## config.mk

```make
export PLATFORM = sky130hd
export DESIGN_NAME = scgr_top
export DESIGN_NICKNAME = d
export VERILOG_FILES = /design/src/verilog/scgr_pkg.sv /design/src/verilog/scgr_top.sv
export SDC_FILE = /design/constraint.sdc
export NUM_CORES = 1
export LEC_CHECK = 0
export BUFFER_PORTS_ARGS = -buffer_cell sky130_fd_sc_hd__clkbuf_2
export CAP_MARGIN = 5
export CORE_MARGIN = 8
export CORE_UTILIZATION = 38
export CTS_BUF_LIST = sky130_fd_sc_hd__clkbuf_2 sky130_fd_sc_hd__clkbuf_4 sky130_fd_sc_hd__clkbuf_8
export DETAILED_ROUTE_END_ITERATION = 8
export PLACE_DENSITY_LB_ADDON = 0.2
export SYNTH_ARGS = -nofsm -noshare
export SYNTH_HDL_FRONTEND = slang
export SYNTH_SLANG_ARGS = --single-unit
```

## constraint.sdc

```tcl
create_clock -name mclk_i -period 4.15 [get_ports mclk_i]
set_input_delay 0.83 -clock mclk_i [delete_from_list [all_inputs] [get_ports mclk_i]]
set_output_delay 0.83 -clock mclk_i [all_outputs]
set_load 0.005 [all_outputs]
```

## src/verilog/scgr_pkg.sv

```systemverilog
// Package for the system clock gate and reset source block
`default_nettype none
package scgr_pkg;
    // Register byte addresses
    localparam logic [31:0] GATES_ADDR   = 32'hE01FC0C4;
    localparam logic [31:0] DIVIDER_ADDR = 32'hE01FC100;
    localparam logic [31:0] SOURCE_ADDR  = 32'hE01FC180;
    // Gate register reset value and writable mask: bits 1-5, 7-12,
    // 19 and 20; reserved bits 18:13 must stay out of the mask
    localparam logic [31:0] GATES_RESET  = 32'h00181FBE;
    localparam logic [31:0] GATES_MASK   = 32'h00181FBE;
    // Gate bit positions
    localparam int TIMER_A_BIT    = 1;
    localparam int TIMER_B_BIT    = 2;
    localparam int SERIAL_A_BIT   = 3;
    localparam int SERIAL_B_BIT   = 4;
    localparam int PWM_BIT        = 5;
    localparam int TWOWIRE_A_BIT  = 7;
    localparam int SYNC_A_BIT     = 8;
    localparam int CALENDAR_BIT   = 9;
    localparam int SYNC_B_BIT     = 10;
    localparam int SPARE_BIT      = 11;
    localparam int CONV_A_BIT     = 12;
    localparam int TWOWIRE_B_BIT  = 19;
    localparam int CONV_B_BIT     = 20;
    localparam int NUM_UNITS      = 12;
    // Divider encodings
    localparam logic [1:0] DIV_QUARTER  = 2'h0;
    localparam logic [1:0] DIV_FULL     = 2'h1;
    localparam logic [1:0] DIV_HALF     = 2'h2;
    localparam logic [1:0] DIV_RESERVED = 2'h3;
    // Source flag positions
    localparam int POWER_ON_FLAG = 0;
    localparam int PIN_FLAG      = 1;
    localparam int WATCHDOG_FLAG = 2;
    localparam int BROWNOUT_FLAG = 3;
    // Timing: wakeup count in oscillator clocks, glitch filter width
    localparam int WAKE_CLOCKS   = 4096;
    localparam int CLK_PERIOD_NS = 10;
    localparam int FILTER_NS     = 300;
    localparam int FILTER_CYCLES = FILTER_NS / CLK_PERIOD_NS;
    localparam int BOOT_VECTOR   = 0;
    // Register bus request
    typedef struct packed {
        logic        wr;
        logic        rd;
        logic [31:0] addr;
        logic [31:0] wdata;
    } scgr_req_type;
    // Reset sequencer states
    typedef enum logic [2:0] {
        ST_HOLD, ST_OSC, ST_COUNT, ST_INIT, ST_FLASH, ST_RUN
    } scgr_state_type;
endpackage
`default_nettype wire

```

## src/verilog/scgr_top.sv

```systemverilog
// Clock gating, peripheral divider and reset sequencing
`default_nettype none
module scgr_top
    import scgr_pkg::*;
#(
    parameter int WAKE_COUNT = scgr_pkg::WAKE_CLOCKS, // Wakeup clocks
    parameter int CFG_W      = 2                      // Config pins
) (
    input  wire logic                   mclk_i,        // Processor clock
    input  wire logic                   rst_n_i,       // Async reset
    input  wire scgr_pkg::scgr_req_type req_i,         // Register access
    output logic [31:0]                 rdata_o,       // Read data
    input  wire logic                   pin_reset_n_i, // Board reset pin
    input  wire logic                   power_on_i,    // Power-on reset
    input  wire logic                   watchdog_i,    // Watchdog timeout
    input  wire logic                   wd_enable_i,   // Watchdog reset en
    input  wire logic                   brownout_i,    // Brownout reset
    input  wire logic                   osc_ok_i,      // Oscillator running
    input  wire logic                   init_done_i,   // On-chip init done
    input  wire logic                   flash_busy_i,  // Flash operating
    input  wire logic                   flash_hv_ok_i, // Flash volts settled
    input  wire logic                   idle_i,        // Processor idle
    input  wire logic [CFG_W-1:0]       cfg_pins_i,    // Config pins
    output logic                        sys_reset_n_o, // Internal reset
    output logic                        flash_abort_o, // Flash abort
    output logic                        init_en_o,     // Start init
    output logic [31:0]                 fetch_addr_o,  // Boot fetch address
    output logic [CFG_W-1:0]            cfg_latch_o,   // Latched config
    output logic                        pll_keep_o,    // Keep pll running
    output logic                        pclk_en_o,     // Peripheral tick
    output logic [NUM_UNITS-1:0]        unit_en_o      // Per unit clock en
);
    import scgr_pkg::*;

    // Local reset released through two flops
    logic rst_s1_q, rst_n_q;
    always_ff @(posedge mclk_i or negedge rst_n_i) begin
        if (!rst_n_i) begin
            rst_s1_q <= 1'b0;
            rst_n_q  <= 1'b0;
        end else begin
            rst_s1_q <= 1'b1;
            rst_n_q  <= rst_s1_q;
        end
    end

    // Registers
    logic [31:0] gates_q;    // Gate register
    logic [1:0]  div_q;      // Divider select
    logic [3:0]  src_q;      // Source flags
    logic [3:0]  src_d;      // Next source flags
    logic        wr_gates, wr_div, wr_src;

    assign wr_gates = req_i.wr && (req_i.addr == GATES_ADDR);
    assign wr_div   = req_i.wr && (req_i.addr == DIVIDER_ADDR);
    assign wr_src   = req_i.wr && (req_i.addr == SOURCE_ADDR);

    // Pin glitch filter: must stay low the full filter window
    logic [7:0] filt_q;      // Low-time counter
    logic       pin_rst_q;   // Filtered pin reset, active high
    always_ff @(posedge mclk_i or negedge rst_n_q) begin
        if (!rst_n_q) begin
            filt_q    <= 8'h00;
            pin_rst_q <= 1'b0;
        end else if (pin_reset_n_i) begin
            filt_q    <= 8'h00;
            pin_rst_q <= 1'b0;
        end else if (filt_q == 8'(FILTER_CYCLES - 1)) begin
            pin_rst_q <= 1'b1;
        end else begin
            filt_q <= filt_q + 8'h01;
        end
    end

    // Gate register; only defined bits are stored, reserved read zero
    always_ff @(posedge mclk_i or negedge rst_n_q) begin
        if (!rst_n_q) begin
            gates_q <= GATES_RESET;
        end else if (!sys_reset_n_o) begin
            gates_q <= GATES_RESET;
        end else if (wr_gates) begin
            gates_q <= req_i.wdata & GATES_MASK;
        end
    end

    // Divider select; reserved code keeps old ratio
    always_ff @(posedge mclk_i or negedge rst_n_q) begin
        if (!rst_n_q) begin
            div_q <= DIV_QUARTER;
        end else if (!sys_reset_n_o) begin
            div_q <= DIV_QUARTER;
        end else if (wr_div && req_i.wdata[1:0] != DIV_RESERVED) begin
            div_q <= req_i.wdata[1:0];
        end
    end

    // Source flags: set beats the software clear
    always_comb begin
        src_d = src_q;
        if (wr_src) begin
            src_d = src_q & ~req_i.wdata[3:0];
        end
        if (power_on_i) begin
            src_d = 4'h1;
        end else begin
            if (pin_rst_q) begin
                src_d[PIN_FLAG] = 1'b1;
                src_d[WATCHDOG_FLAG] = 1'b0;
            end
            if (brownout_i) begin
                src_d[BROWNOUT_FLAG] = 1'b1;
                src_d[WATCHDOG_FLAG] = 1'b0;
            end
            if (watchdog_i && wd_enable_i) begin
                src_d[WATCHDOG_FLAG] = 1'b1;
            end
        end
    end

    always_ff @(posedge mclk_i or negedge rst_n_q) begin
        if (!rst_n_q) begin
            src_q <= 4'h1;
        end else begin
            src_q <= src_d;
        end
    end

    // Reset sequencer: any source restarts wake sequence
    scgr_state_type st_q;
    logic [12:0]    wake_q;  // Wakeup clock counter
    logic           any_rst;
    assign any_rst = power_on_i || pin_rst_q || brownout_i ||
                     (watchdog_i && wd_enable_i);

    always_ff @(posedge mclk_i or negedge rst_n_q) begin
        if (!rst_n_q) begin
            st_q   <= ST_HOLD;
            wake_q <= 13'h0000;
        end else if (any_rst) begin
            st_q   <= ST_HOLD;
            wake_q <= 13'h0000;
        end else begin
            case (st_q)
                ST_HOLD: if (pin_reset_n_i) begin
                    st_q <= ST_OSC;
                end
                ST_OSC: if (osc_ok_i) begin
                    st_q <= ST_COUNT;
                end
                ST_COUNT: begin
                    if (!osc_ok_i) begin
                        st_q   <= ST_OSC;
                        wake_q <= 13'h0000;
                    end else if (wake_q == 13'(WAKE_COUNT - 1)) begin
                        st_q <= ST_INIT;
                    end else begin
                        wake_q <= wake_q + 13'h0001;
                    end
                end
                ST_INIT: if (init_done_i) begin
                    st_q <= ST_FLASH;
                end
                ST_FLASH: if (flash_hv_ok_i) begin
                    st_q <= ST_RUN;
                end
                ST_RUN: st_q <= ST_RUN;
                default: st_q <= ST_HOLD;
            endcase
        end
    end

    // Reset outputs
    always_ff @(posedge mclk_i or negedge rst_n_q) begin
        if (!rst_n_q) begin
            sys_reset_n_o <= 1'b0;
            flash_abort_o <= 1'b0;
            init_en_o     <= 1'b0;
            fetch_addr_o  <= 32'h00000000;
        end else begin
            sys_reset_n_o <= (st_q == ST_RUN) && !any_rst;
            flash_abort_o <= any_rst && flash_busy_i;
            init_en_o     <= (st_q == ST_INIT);
            fetch_addr_o  <= 32'(BOOT_VECTOR);
        end
    end

    // Config latch: pin reset only, caught at pin release
    logic pin_rst_prev_q;
    always_ff @(posedge mclk_i or negedge rst_n_q) begin
        if (!rst_n_q) begin
            pin_rst_prev_q <= 1'b0;
            cfg_latch_o    <= '0;
        end else begin
            pin_rst_prev_q <= pin_rst_q;
            if (pin_rst_prev_q && pin_reset_n_i) begin
                cfg_latch_o <= cfg_pins_i;
            end
        end
    end

    // Divider: tick counter restarts only at a period boundary
    logic [1:0] cnt_q;    // Tick phase
    logic [1:0] act_q;    // Ratio in effect
    logic       wrap;
    assign wrap = (act_q == DIV_FULL) ||
                  (act_q == DIV_HALF && cnt_q[0]) ||
                  (act_q == DIV_QUARTER && cnt_q == 2'h3);
    always_ff @(posedge mclk_i or negedge rst_n_q) begin
        if (!rst_n_q) begin
            cnt_q     <= 2'h0;
            act_q     <= DIV_QUARTER;
            pclk_en_o <= 1'b0;
        end else begin
            pclk_en_o <= wrap;
            if (wrap) begin
                cnt_q <= 2'h0;
                act_q <= div_q;
            end else begin
                cnt_q <= cnt_q + 2'h1;
            end
        end
    end

    // Per unit enables follow the gate bits at tick boundaries
    localparam int UNIT_POS [NUM_UNITS] = '{TIMER_A_BIT, TIMER_B_BIT,
        SERIAL_A_BIT, SERIAL_B_BIT, PWM_BIT, TWOWIRE_A_BIT, SYNC_A_BIT,
        CALENDAR_BIT, SYNC_B_BIT, CONV_A_BIT, TWOWIRE_B_BIT, CONV_B_BIT};
    genvar g;
    generate
        for (g = 0; g < NUM_UNITS; g++) begin : g_unit
            always_ff @(posedge mclk_i or negedge rst_n_q) begin
                if (!rst_n_q) begin
                    unit_en_o[g] <= 1'b1;
                end else if (wrap) begin
                    unit_en_o[g] <= gates_q[UNIT_POS[g]];
                end
            end
        end
    endgenerate

    // Pll hold and read data
    always_ff @(posedge mclk_i or negedge rst_n_q) begin
        if (!rst_n_q) begin
            pll_keep_o <= 1'b1;
            rdata_o    <= 32'h00000000;
        end else begin
            pll_keep_o <= 1'b1;
            if (!req_i.rd) begin
                rdata_o <= 32'h00000000;
            end else begin
                case (req_i.addr)
                    GATES_ADDR:   rdata_o <= gates_q;
                    DIVIDER_ADDR: rdata_o <= {30'h0, div_q};
                    SOURCE_ADDR:  rdata_o <= {28'h0, src_q};
                    default:      rdata_o <= 32'h00000000;
                endcase
            end
        end
    end

    // Checks, all on the processor clock and the local reset
    // Reserved divider code leaves the ratio alone
    chk_div_reserved: assert property (@(posedge mclk_i)
        disable iff (!rst_n_q) wr_div && sys_reset_n_o &&
        req_i.wdata[1:0] == DIV_RESERVED |=> $stable(div_q))
        else $error("divider took reserved code");
    // Clear of the brownout flag while brownout is quiet takes effect
    chk_src_clear: assert property (@(posedge mclk_i)
        disable iff (!rst_n_q) wr_src && req_i.wdata[3] && !brownout_i &&
        !power_on_i |=> !src_q[3])
        else $error("source flag not cleared");
    // Power-on leaves only its own flag
    chk_por_flags: assert property (@(posedge mclk_i)
        disable iff (!rst_n_q) power_on_i |=> src_q == 4'h1)
        else $error("power-on flags wrong");
    // Each armed source sets its own flag one cycle later
    chk_pin_flag: assert property (@(posedge mclk_i)
        disable iff (!rst_n_q) pin_rst_q && !power_on_i |=> src_q[1])
        else $error("pin flag not set");
    chk_wd_flag: assert property (@(posedge mclk_i)
        disable iff (!rst_n_q) watchdog_i && wd_enable_i && !power_on_i
        |=> src_q[2])
        else $error("watchdog flag not set");
    chk_bo_flag: assert property (@(posedge mclk_i)
        disable iff (!rst_n_q) brownout_i && !power_on_i |=> src_q[3])
        else $error("brownout flag not set");
    // Internal reset stays low at least two cycles after a source
    chk_hold_reset: assert property (@(posedge mclk_i)
        disable iff (!rst_n_q) any_rst |=> !sys_reset_n_o [*2])
        else $error("reset released too soon");
    chk_flash_abort: assert property (@(posedge mclk_i)
        disable iff (!rst_n_q) any_rst && flash_busy_i |=> flash_abort_o)
        else $error("flash not aborted");
    // Release only after the flash reported settled volts
    chk_release_hv: assert property (@(posedge mclk_i)
        disable iff (!rst_n_q) $rose(sys_reset_n_o) |-> $past(flash_hv_ok_i))
        else $error("released before flash settled");
    // Reserved gate bits never hold a one
    chk_gate_rsvd: assert property (@(posedge mclk_i)
        disable iff (!rst_n_q) (gates_q & ~GATES_MASK) == 32'h0)
        else $error("reserved gate bit set");
    // Quarter rate leaves three quiet cycles between ticks
    chk_quarter_tick: assert property (@(posedge mclk_i)
        disable iff (!rst_n_q) pclk_en_o && act_q == DIV_QUARTER &&
        div_q == DIV_QUARTER |=> !pclk_en_o [*3])
        else $error("quarter tick spacing");
    // A pin reset only after the full low window was counted
    chk_filter_span: assert property (@(posedge mclk_i)
        disable iff (!rst_n_q) $rose(pin_rst_q) |->
        $past(filt_q) == 8'(FILTER_CYCLES - 1))
        else $error("pin reset before filter window");
    // Main scenarios worth seeing in a run
    cov_wd_reset: cover property (@(posedge mclk_i) watchdog_i && wd_enable_i);
    cov_release: cover property (@(posedge mclk_i) $rose(sys_reset_n_o));
    cov_half: cover property (@(posedge mclk_i) act_q == DIV_HALF);
    cov_pin_reset: cover property (@(posedge mclk_i) $rose(pin_rst_q));
    cov_div_reserved: cover property (@(posedge mclk_i)
        wr_div && req_i.wdata[1:0] == DIV_RESERVED);
endmodule
`default_nettype wire

```

Word-level counts from Yosys, hierarchy flattened
Index checks and enable logic that the tools add are counted.

Bits in registers: 120. Input port bits: 80. Output and inout port bits: 83. Logic and storage cells: 116.

$add $sub $neg: 3. Eq/ne operators: 23. Muxes and demuxes: 29. Bitwise gates (word level): 2. Reduce and logical (&&, ||, !) cells: 26.

Operator list (count): $eq 32x32->1 const B (3); $mux 32 (3); $pmux 32 s3 (1); $mux 13 (4); $mux 3 (8); $pmux 3 s6 (1); $mux 8 (2); $ne 3x3->1 const B (5); $add 13x1->13 const B (1); $eq 13x12->1 const B (1); $logic_and 1x1->1 (10); $mux 2 (5); $add 8x1->8 const B (1); $eq 8x5->1 const B (1); $eq 3x2->1 const B (2); $eq 3x3->1 const B (2); $reduce_bool 2->1 (3); $reduce_bool 3->1 (2); $logic_or 1x1->1 (5); $reduce_and 5->1 (1); $reduce_bool 5->1 (1); $and 4x4->4 (1); $eq 2x2->1 const B (2); $mux 1 (4); other kinds (12) (14).

Longest topological paths before layout
Gate-level depths: netlist (run 1).

Depth after elaboration: 7. Gate-level depth with buffers: 6.

Worst setup path before layout (run 1)
Ideal clock, no wire load.

Path type: input-to-reg. Start: input req_i[55] in the netlist's numbering. End: register gates_q[10]. Setup time: 0.100 ns. Data arrival time: 1.947 ns. Path slack: 2.102 ns. Stages: 6. Path buffers: 2. Path through: nor4b_2 and4_1 buf_4 and4_1 buf_4 o211ai_1.

Cells in the longest elaborated chain, start to end: 3.

RTL lines: start: declaration (line scgr_top.sv:11) `input wire scgr_pkg::scgr_req_type req_i,`; $eq 32x32->1 (line scgr_top.sv:54) `assign wr_gates = req_i.wr && (req_i.addr == GATES_ADDR);`; $logic_and 1x1->1 (line scgr_top.sv:54); $ne 2x1->1 (no line); end signal: assignment (line scgr_top.sv:82) `gates_q <= req_i.wdata & GATES_MASK;`; end: declaration (line scgr_top.sv:48) `logic [31:0] gates_q;`.

Every way passes these cells. A chain may end at the register's enable or synchronous reset.

Worst setup path after layout (run 1)
Start: input req_i[42] in the netlist's numbering. End: register gates_q[5].

The elaborated chain is that of the path after synthesis.

==> impl_metrics.tcl, run 1 <==
set metrics [dict create \
    ctsHoldBuffers 0 \
    setup_tns_ps 0 \
    syn_area_per_cell_sq_um 10.55 \
    die_y_um 125.8 \
    grt_antenna_before_repair 0 \
    start_util 0.3843 \
    slowest_delay_ps 590 \
    viasPerCell 4.966 \
    hold_viol 0 \
    hp-class "in -> async" \
    p_int_w 0.001111 \
    nets 604 \
    power_leakage_nw 2.451 \
    drc 0 \
    rsz0062_at_grt "false" \
    switching_share 0.2576 \
    synth_warnings 0 \
    slew_viol_final 0 \
    insertion_delay_ps 370 \
    synth-seq-cells 83 \
    syn_to_final_growth_pct 11.86 \
    hpwl_um 7911 \
    num-fill-cells 1204 \
    drt-total-wl_um 10710 \
    dieArea_sq_um 15820 \
    via_count 3337 \
    cts_buffer_depth 2 \
    worst_pin_slew_ps 1065 \
    die_w_um 125.8 \
    port_buffers 92 \
    clkTransAtPathRegs_ps 90 \
    stdcell_area_sq_um 5121 \
    p_switching_w 0.0003855 \
    fin_crit_ps 2383 \
    grt_max_degree 82 \
    path_buf_inv 1 \
    grt_pass1_vias 3524 \
    ir_worst_vdd_uv 179.6 \
    finalSetupViolations 0 \
    cts.sinks 83 \
    drive_above_1_share 0.3086 \
    cts_tree "done" \
    num_antenna_cells 0 \
    slew_headroom 0.2899 \
    dr.pass1.iters 4 \
    period_share 0.5741 \
    overflow 0 \
    status "complete, no violations" \
    avgRoutedWirePerCell_um 15.94 \
    drtIter0Drc 242 \
    multi_input_area_sq_um 2092 \
    worstSetupEndpointType "flip-flop" \
    arrival_ps 2640 \
    p_seq_frac 0.567 \
    reg2reg_from "pin_rst_q$_DFFE_PN0P_" \
    grtUsageTotal 0.1390 \
    place_area_sq_um 4940 \
    synthCells 434 \
    async_flop_share 1.000 \
    cp_slowest_cell "and4_1" \
    grt_pass1_wl_um 17950 \
    synth-seq-area-share 0.4608 \
    core_area_sq_um 11910 \
    crit_required_ps 4410 \
    critPathMostFrequentCell "and4_1" \
    cts_made_buffers 9 \
    critPathTopFamily "simple AND/OR/NAND/NOR gates" \
    post_cts_resized 0 \
    cp-startpoint "req_i[42]" \
    path_class "in -> reg" \
    ff_latch_area_sq_um 2113 \
    drv.max_cap_violation_count 0 \
    power_density_nw_per_um2 292.2 \
    power_frac_comb 0.069 \
    pwr-share-clk 0.364 \
    skew_ps 11.36 \
    ys_types 67 \
    rows 40 \
    place.gp.congestion 0.7940 \
    htreeDepth 3 \
    cts_root_buffer "clkbuf_8" \
    io_pins 163 \
    crit_fanout 14 \
    path_cells "clkbuf_2, nor4b_4, and4_1, and4_1, o211ai_1" \
    fmax_mhz 419.7 \
    fin_total_pwr_w 0.001496 \
    worst_setup_path_start_kind "input port" \
    ys.flop_type "dfrtp_1" \
    synth_edf_count 0 \
    ant_nets 0 \
    syn_area_sq_um 4578 \
    cts_setup_buffers 0 \
]
==> cells in the final DEF, fill, tap and decap left out, drive strengths merged, types with 5 or more instances in the layout <==
cell	n
dfrtp	57
nand2	27
nand4	27
mux2i	10
o211ai	15
mux2	15
nor3	7
or3	6
and2	24
a21oi	14
nor4	5
nor4b	5
dfstp	26
o21ai	7
and4	6
clkbuf	103
and3	5
inv	21
conb	52
nand3	10
nor2	17
==> synthesized netlist by cell type, drive strengths merged, types with 7 or more instances <==
master,instances,area (sq um)
nand2,27,101.4
nand4,27,175.2
and2,24,150.1
nor2,17,63.81
o21ai,7,35.03
mux2i,10,100.1
inv,20,75.07
buf,64,470.4
nor3,7,35.03
nand3,10,50.05
dfstp,26,683.2
dfrtp,57,1426
o211ai,15,112.6
mux2,15,168.9
a21oi,14,73.82
==> cells by family (layout without fill, tap and decap cells) <==
kind of cell,Yosys count,in the layout,synth area share
AOI/OAI and AO/OA,63,63,0.09730
muxes,25,25,0.05876
other,2,52,0.001640
buffers and inverters,89,130,0.1233
and+or+nand+nor,163,163,0.2378
adders and majority gates,4,4,0.01093
xor gates and xnor gates,5,5,0.009567
DFF,83,83,0.4608
==> sequential cells by signal, indices dropped and copies added, names as in the netlist <==
| name | cells |
|---|---|
| pclk_en_o | 1 |
| filt_q | 8 |
| rst_s1_q | 1 |
| act_q | 2 |
| init_en_o | 1 |
| cnt_q | 2 |
| flash_abort_o | 1 |
| sys_reset_n_o | 1 |
| rst_n_q | 1 |
| st_q | 3 |
| unit_en_o | 12 |
| pin_rst_prev_q | 1 |
| rdata_o | 14 |
| pin_rst_q | 1 |
| wake_q | 13 |
| gates_q | 13 |
| div_q | 2 |
| src_q | 4 |
| cfg_latch_o | 2 |
==> layout make-up <==
cell class / instances / share of cell area
repair buffers: 94 / 0.09284
clock inverters: 5 / 0.007085
flip-flops and latches: 83 / 0.4127
multi-input cells: 312 / 0.4085
clock buffers: 11 / 0.02834
well taps: 147 / 0.03591
inverters: 20 / 0.01466
==> power by group through the flow <==
stage	sequential (W)	combinational (W)	clock (W)
after global placement	0.000864	0.0000992	0
final	0.000849	0.000103	0.000544
after detailed placement	0.000865	0.000102	0
after global routing	0.000854	0.000118	0.000597
after CTS	0.000850	0.000102	0.000568
after floorplan	0.000855	0.0000912	0
==> through the flow <==
| step | hold WS [ps] | std cells | utilization | setup slack (ps) |
|---|---|---|---|---|
| CTS | 206.0 | 672 | 0.4299 | 1788 |
| global route | 207.2 | 672 | 0.4299 | 1577 |
| detailed placement | 340.4 | 656 | 0.4147 | 1380 |
| finish | 221.3 | 672 | 0.4299 | 1767 |
| global placement | 337.8 | 656 | 0.4147 | 1387 |
| floorplan | 331.2 | 484 | - | 1713 |
==> path summary, 6_finish.rpt <==
kind,slack (ps),end,depth (start not counted)
max in group asynchronous,2940,wake_q[11]$_DFFE_PN0P_,0
min,220,rst_n_q$_DFF_PN0_,1
min in group mclk_i,360,rst_n_q$_DFF_PN0_,0
max reg2reg,2190,wake_q[11]$_DFFE_PN0P_,4
max,1770,gates_q[5]$_DFFE_PN1P_,5
min reg2reg,360,rst_n_q$_DFF_PN0_,0
==> metal layers <==
| metal | GRT usage | part of all wire | up-vias |
|---|---|---|---|
| met5 | 0 | 0 | - |
| met4 | 0.05237 | 0.020 | 0 |
| met3 | 0.04515 | 0.059 | 18 |
| met2 | 0.2266 | 0.49 | 86 |
| met1 | 0.1680 | 0.43 | 1608 |
| li1 | - | - | 1625 |
No activity file was read; power rests on OpenSTA's default activity.
==> run 2: changes to the inputs <==
==> constraint.sdc (replaced) <==
create_clock -name mclk_i -period 2.23 [get_ports mclk_i]
set_input_delay 0.446 -clock mclk_i [delete_from_list [all_inputs] [get_ports mclk_i]]
set_output_delay 0.446 -clock mclk_i [all_outputs]
set_load 0.005 [all_outputs]
==> impl_metrics.tcl, run 2 (same netlist as run 1, synthesis figures left out) <==
set metrics [dict create \
    drive_above_1_share 0.3196 \
    drtIter0Drc 132 \
    top_register "rdata_o" \
    power_density_nw_per_um2 549.7 \
    drc 0 \
    stdcell_count 682 \
    cp_slowest_cell "or4_1" \
    cts_made_buffers 9 \
    slowest_delay_ps 520 \
    critPathTopFamily "simple AND/OR/NAND/NOR gates" \
    dr.pass1.iters 4 \
    start_util 0.3843 \
    dpl_worst_slack_ps 149.1 \
    cts_root_buffer "clkbuf_8" \
    num_antenna_cells 0 \
    crit_fanout 6 \
    skew_ps 10.73 \
    rows 40 \
    viasPerCell 4.931 \
    reg2reg_from "wake_q[0]$_DFFE_PN0P_" \
    r2r_cells 5 \
    status "complete, no violations" \
    hp-class "in -> reg" \
    die_w_um 125.8 \
    nets 614 \
    grt_pass1_vias 3540 \
    grtUsageTotal 0.1367 \
    mostFrequentLayoutCells "clkbuf_2 (92), dfrtp_1 (56), conb_1 (52)" \
    die_y_um 125.8 \
    largest_reg_flops 14 \
    insertion_delay_ps 360 \
    worstHoldStart "flash_busy_i" \
    path_buf_inv 0 \
    fmax_mhz 535.2 \
    slew_viol_final 0 \
    slew_headroom 0.3556 \
    final_common_cell "clkbuf_2" \
    period_share 0.8379 \
    via_count 3363 \
    rr_endpoint "wake_q[4]$_DFFE_PN0P_" \
    path_class "reg -> reg" \
    biggestRegsByFlops "rdata_o (14), gates_q (13), wake_q (13)" \
    num-fill-cells 1182 \
    drv.max_cap_violation_count 0 \
    worstSetupEndpointType "flip-flop" \
    rrSetupSlack_ps 360 \
    worst_pin_slew_ps 966.6 \
    rsz0062_at_grt "false" \
    setup_tns_ps 0 \
    path_cells "ha_1, nand3_1, nor4_2, or4_1, a31oi_1" \
    grt_max_degree 43 \
    grt_pass1_wl_um 17840 \
    power_leakage_nw 2.516 \
    finalSetupViolations 0 \
    core_area_sq_um 11910 \
    post_cts_resized 0 \
    cts_tree "done" \
    grt_antenna_before_repair 0 \
    io_pins 163 \
    dieArea_sq_um 15820 \
    avgRoutedWirePerCell_um 15.67 \
    cts.sinks 83 \
    hold_viol 0 \
    ant_nets 0 \
    hpwl_um 8119 \
    layout_setup_ws_ps 361.4 \
    ctsHoldBuffers 1 \
    port_buffers 92 \
    hold_end "flash_abort_o$_DFF_PN0_" \
    cp-startpoint "wake_q[0]$_DFFE_PN0P_" \
    clkTransAtPathRegs_ps 80 \
    drt-total-wl_um 10690 \
    arrival_ps 2140 \
    fin_crit_ps 1869 \
    crit_required_ps 2500 \
    syn_to_final_growth_pct 14.21 \
    cts_buffer_depth 2 \
    overflow 0 \
    htreeDepth 3 \
    worstHoldPathCells 2 \
    worst_setup_path_start_kind "flip-flop" \
    ir_worst_vdd_uv 384.3 \
    place.gp.congestion 0.8058 \
    cts_setup_buffers 0 \
    place_inst 665 \
]
run 2: stage by stage:
step / hold WS, ps / power [W] / cell area, sq um / utilization
3_5_place_dp: 234.8 / 0.001809 / 5020 / 0.4214
5_1_grt: 290.4 / 0.003003 / 5229 / 0.4390
4_1_cts: 281.9 / 0.002909 / 5229 / 0.4390
3_3_place_gp: 232.6 / 0.001804 / 5020 / 0.4214
6_report: 298.8 / 0.002874 / 5229 / 0.4390
2_1_floorplan: 150.4 / 0.001762 / 4767 / -
run 2: report_power, final:
group | internal (W) | leakage [nW] | switching, W
combinational | 0.0000940 | 1.37 | 0.000123
sequential | 0.00153 | 1.04 | 0.0000354
clock | 0.000557 | 0.106 | 0.000533
total | 0.00218 | 2.52 | 0.000692
run 2: worst max-delay path by stage:
stage                     slack (ps)  cells after the start                       end
after global routing             250                      5       st_q[0]$_DFFE_PN0P_
after floorplan                  540                      5     wake_q[4]$_DFFE_PN0P_
after global placement           190                      5     rdata_o[20]$_DFF_PN0_
after CTS                        360                      4  unit_en_o[5]$_DFFE_PN1P_
final                            360                      5     wake_q[4]$_DFFE_PN0P_
after detailed placement         150                      5      rdata_o[9]$_DFF_PN0_
run 2: final cells by class:
type,instances,area [sq um],area share
Sequential cell,83,2113,0.4042
Inverter,20,75.07,0.01436
Clock inverter,5,53.80,0.01029
Multi-Input combinational cell,312,2092,0.4001
Timing Repair Buffer,104,565.5,0.1082
Clock buffer,11,145.1,0.02776
Tap cell,147,183.9,0.03518
run 2: per-layer routing:
| layer | up-vias | GRT usage | share of wire |
|---|---|---|---|
| met4 | 0 | 0.03609 | 0.0097 |
| met5 | - | 0 | 0 |
| met2 | 85 | 0.2260 | 0.49 |
| met3 | 10 | 0.03924 | 0.050 |
| met1 | 1625 | 0.1714 | 0.45 |
| li1 | 1643 | - | - |
==> run 3: changes to the inputs <==
==> constraint.sdc (replaced) <==
create_clock -name mclk_i -period 1.92 [get_ports mclk_i]
set_input_delay 0.384 -clock mclk_i [delete_from_list [all_inputs] [get_ports mclk_i]]
set_output_delay 0.384 -clock mclk_i [all_outputs]
set_load 0.005 [all_outputs]
==> impl_metrics.tcl, run 3 (same netlist as run 1, synthesis figures left out) <==
set metrics [dict create \
    cp-startpoint "wake_q[0]$_DFFE_PN0P_" \
    worst_pin_slew_ps 605.6 \
    cts_root_buffer "clkbuf_8" \
    reg2reg_from "wake_q[0]$_DFFE_PN0P_" \
    grtUsageMet3 0.03840 \
    avgRoutedWirePerCell_um 15.46 \
    nets 623 \
    cts_made_buffers 9 \
    num-fill-cells 1145 \
    drtIter0Drc 199 \
    start_util 0.3843 \
    rows 40 \
    io_pins 163 \
    drv.max_cap_violation_count 0 \
    num_antenna_cells 0 \
    htreeDepth 3 \
    path_class "reg -> reg" \
    finalSetupViolations 0 \
    cts_buffer_depth 2 \
    final_common_cell "clkbuf_2" \
    viasPerCell 4.919 \
    worst_setup_path_start_kind "flip-flop" \
    cts.sinks 83 \
    clkTransAtPathRegs_ps 80 \
    slew_viol_final 0 \
    rr_endpoint "wake_q[4]$_DFFE_PN0P_" \
    grtUsageMet2 0.2295 \
    arrival_ps 2040 \
    multi_input_area_sq_um 2100 \
    biggestRegsByFlops "rdata_o (14), gates_q (13), wake_q (13)" \
    via_count 3399 \
    mostFrequentLayoutCells "clkbuf_2 (92), dfrtp_1 (56), conb_1 (52)" \
    dr.pass1.iters 4 \
    grt_max_degree 51 \
    rsz0062_at_grt "false" \
    syn_to_final_growth_pct 16.37 \
    stdcell_count 691 \
    top_register "rdata_o" \
    ff_latch_area_sq_um 2113 \
    worstSetupEndpointType "flip-flop" \
    overflow 0 \
    crit_end "wake_q[4]$_DFFE_PN0P_" \
    rrSetupSlack_ps 160 \
    drive_above_1_share 0.3309 \
    ir_worst_vdd_uv 433.8 \
    fin_total_pwr_w 0.003388 \
    core_area_sq_um 11910 \
    status "complete, no violations" \
    largest_reg_flops 14 \
    grt_antenna_before_repair 0 \
    grt-busiest-layer "met2" \
    hpwl_um 8173 \
    power_density_nw_per_um2 636.0 \
    crit_required_ps 2200 \
    crit_fanout 6 \
    use_met1 0.1655 \
    fin_crit_ps 1759 \
    period_share 0.9159 \
    place_inst 674 \
    power_leakage_nw 2.568 \
    slowest_delay_ps 510 \
    grtUsageTotal 0.1363 \
    cp_slowest_cell "or4_1" \
    dieArea_sq_um 15820 \
    grt_pass1_vias 3541 \
    ant_nets 0 \
    cts_setup_buffers 0 \
    insertion_delay_ps 360 \
    utilization 0.4473 \
    drt-total-wl_um 10680 \
    die_y_um 125.8 \
    cts_tree "done" \
    hold_viol 0 \
    grt_pass1_wl_um 17710 \
    fmax_mhz 568.6 \
    hp-class "in -> reg" \
    place.gp.congestion 0.8376 \
    slew_headroom 0.5963 \
    r2r_cells 5 \
    die_w_um 125.8 \
    setup_tns_ps 0 \
    drc 0 \
    skew_ps 15.34 \
    port_buffers 92 \
    path_cells "ha_1, nand3_1, nor4_2, or4_1, a31oi_1" \
]
-- run 3: timing repair --
item,CTS,global route
setup endpoints to repair,0,12
hold buffers,1,0
endpoints found under the hold margin,2,0
gates resized for setup,0,1
-- run 3: metal layers --
layer  vias to the layer above  part of all wire
li1                       1668                 -
met5                         -                 0
met4                         0             0.013
met3                        15             0.047
met2                        96              0.48
met1                      1620              0.46
-- run 3: power by group --
group	internal (W)	switching, W
logic	0.000111	0.000163
registers	0.00178	0.0000214
clock network	0.000652	0.000662
total	0.00254	0.000846
-- run 3: critical path, delay by kind of cell, from the launching register on --
| kind | cells | cell delay, ps |
|---|---|---|
| adders and majority gates | 1 | 230 |
| AOI/OAI and AO/OA | 1 | 170 |
| DFF | 1 | 420 |
| and+or+nand+nor | 3 | 880 |
-- run 3: worst min-delay path by stage --
| stage | cells after the start | to | slack, ps | start |
|---|---|---|---|---|
| 2_1_floorplan | 0 | rst_n_q$_DFF_PN0_ | 90 | rst_n_i |
| 3_3_place_gp | 1 | rst_s1_q$_DFF_PN0_ | 170 | rst_n_i |
| 3_5_place_dp | 1 | rst_s1_q$_DFF_PN0_ | 170 | rst_n_i |
| 4_1_cts | 2 | flash_abort_o$_DFF_PN0_ | 220 | flash_busy_i |
| 5_1_grt | 2 | flash_abort_o$_DFF_PN0_ | 220 | flash_busy_i |
| 6_report | 2 | flash_abort_o$_DFF_PN0_ | 240 | flash_busy_i |
-- run 3: metrics by stage --
step	hold WS, ps	instance area, sq um	setup slack [ps]
floorplan	88.41	4767	233.7
global placement	172.1	5100	60.82
detailed placement	173.4	5100	47.90
CTS	223.2	5320	62.70
global route	224.3	5328	67.91
finish	239.0	5328	161.4
-- run 3: layout make-up --
class,instances,area share
clock inverters,6,0.01362
multi-input cells,312,0.3941
repair buffers,113,0.1212
well taps,147,0.03452
clock buffers,10,0.02583
flip-flops and latches,83,0.3967
inverters,20,0.01409
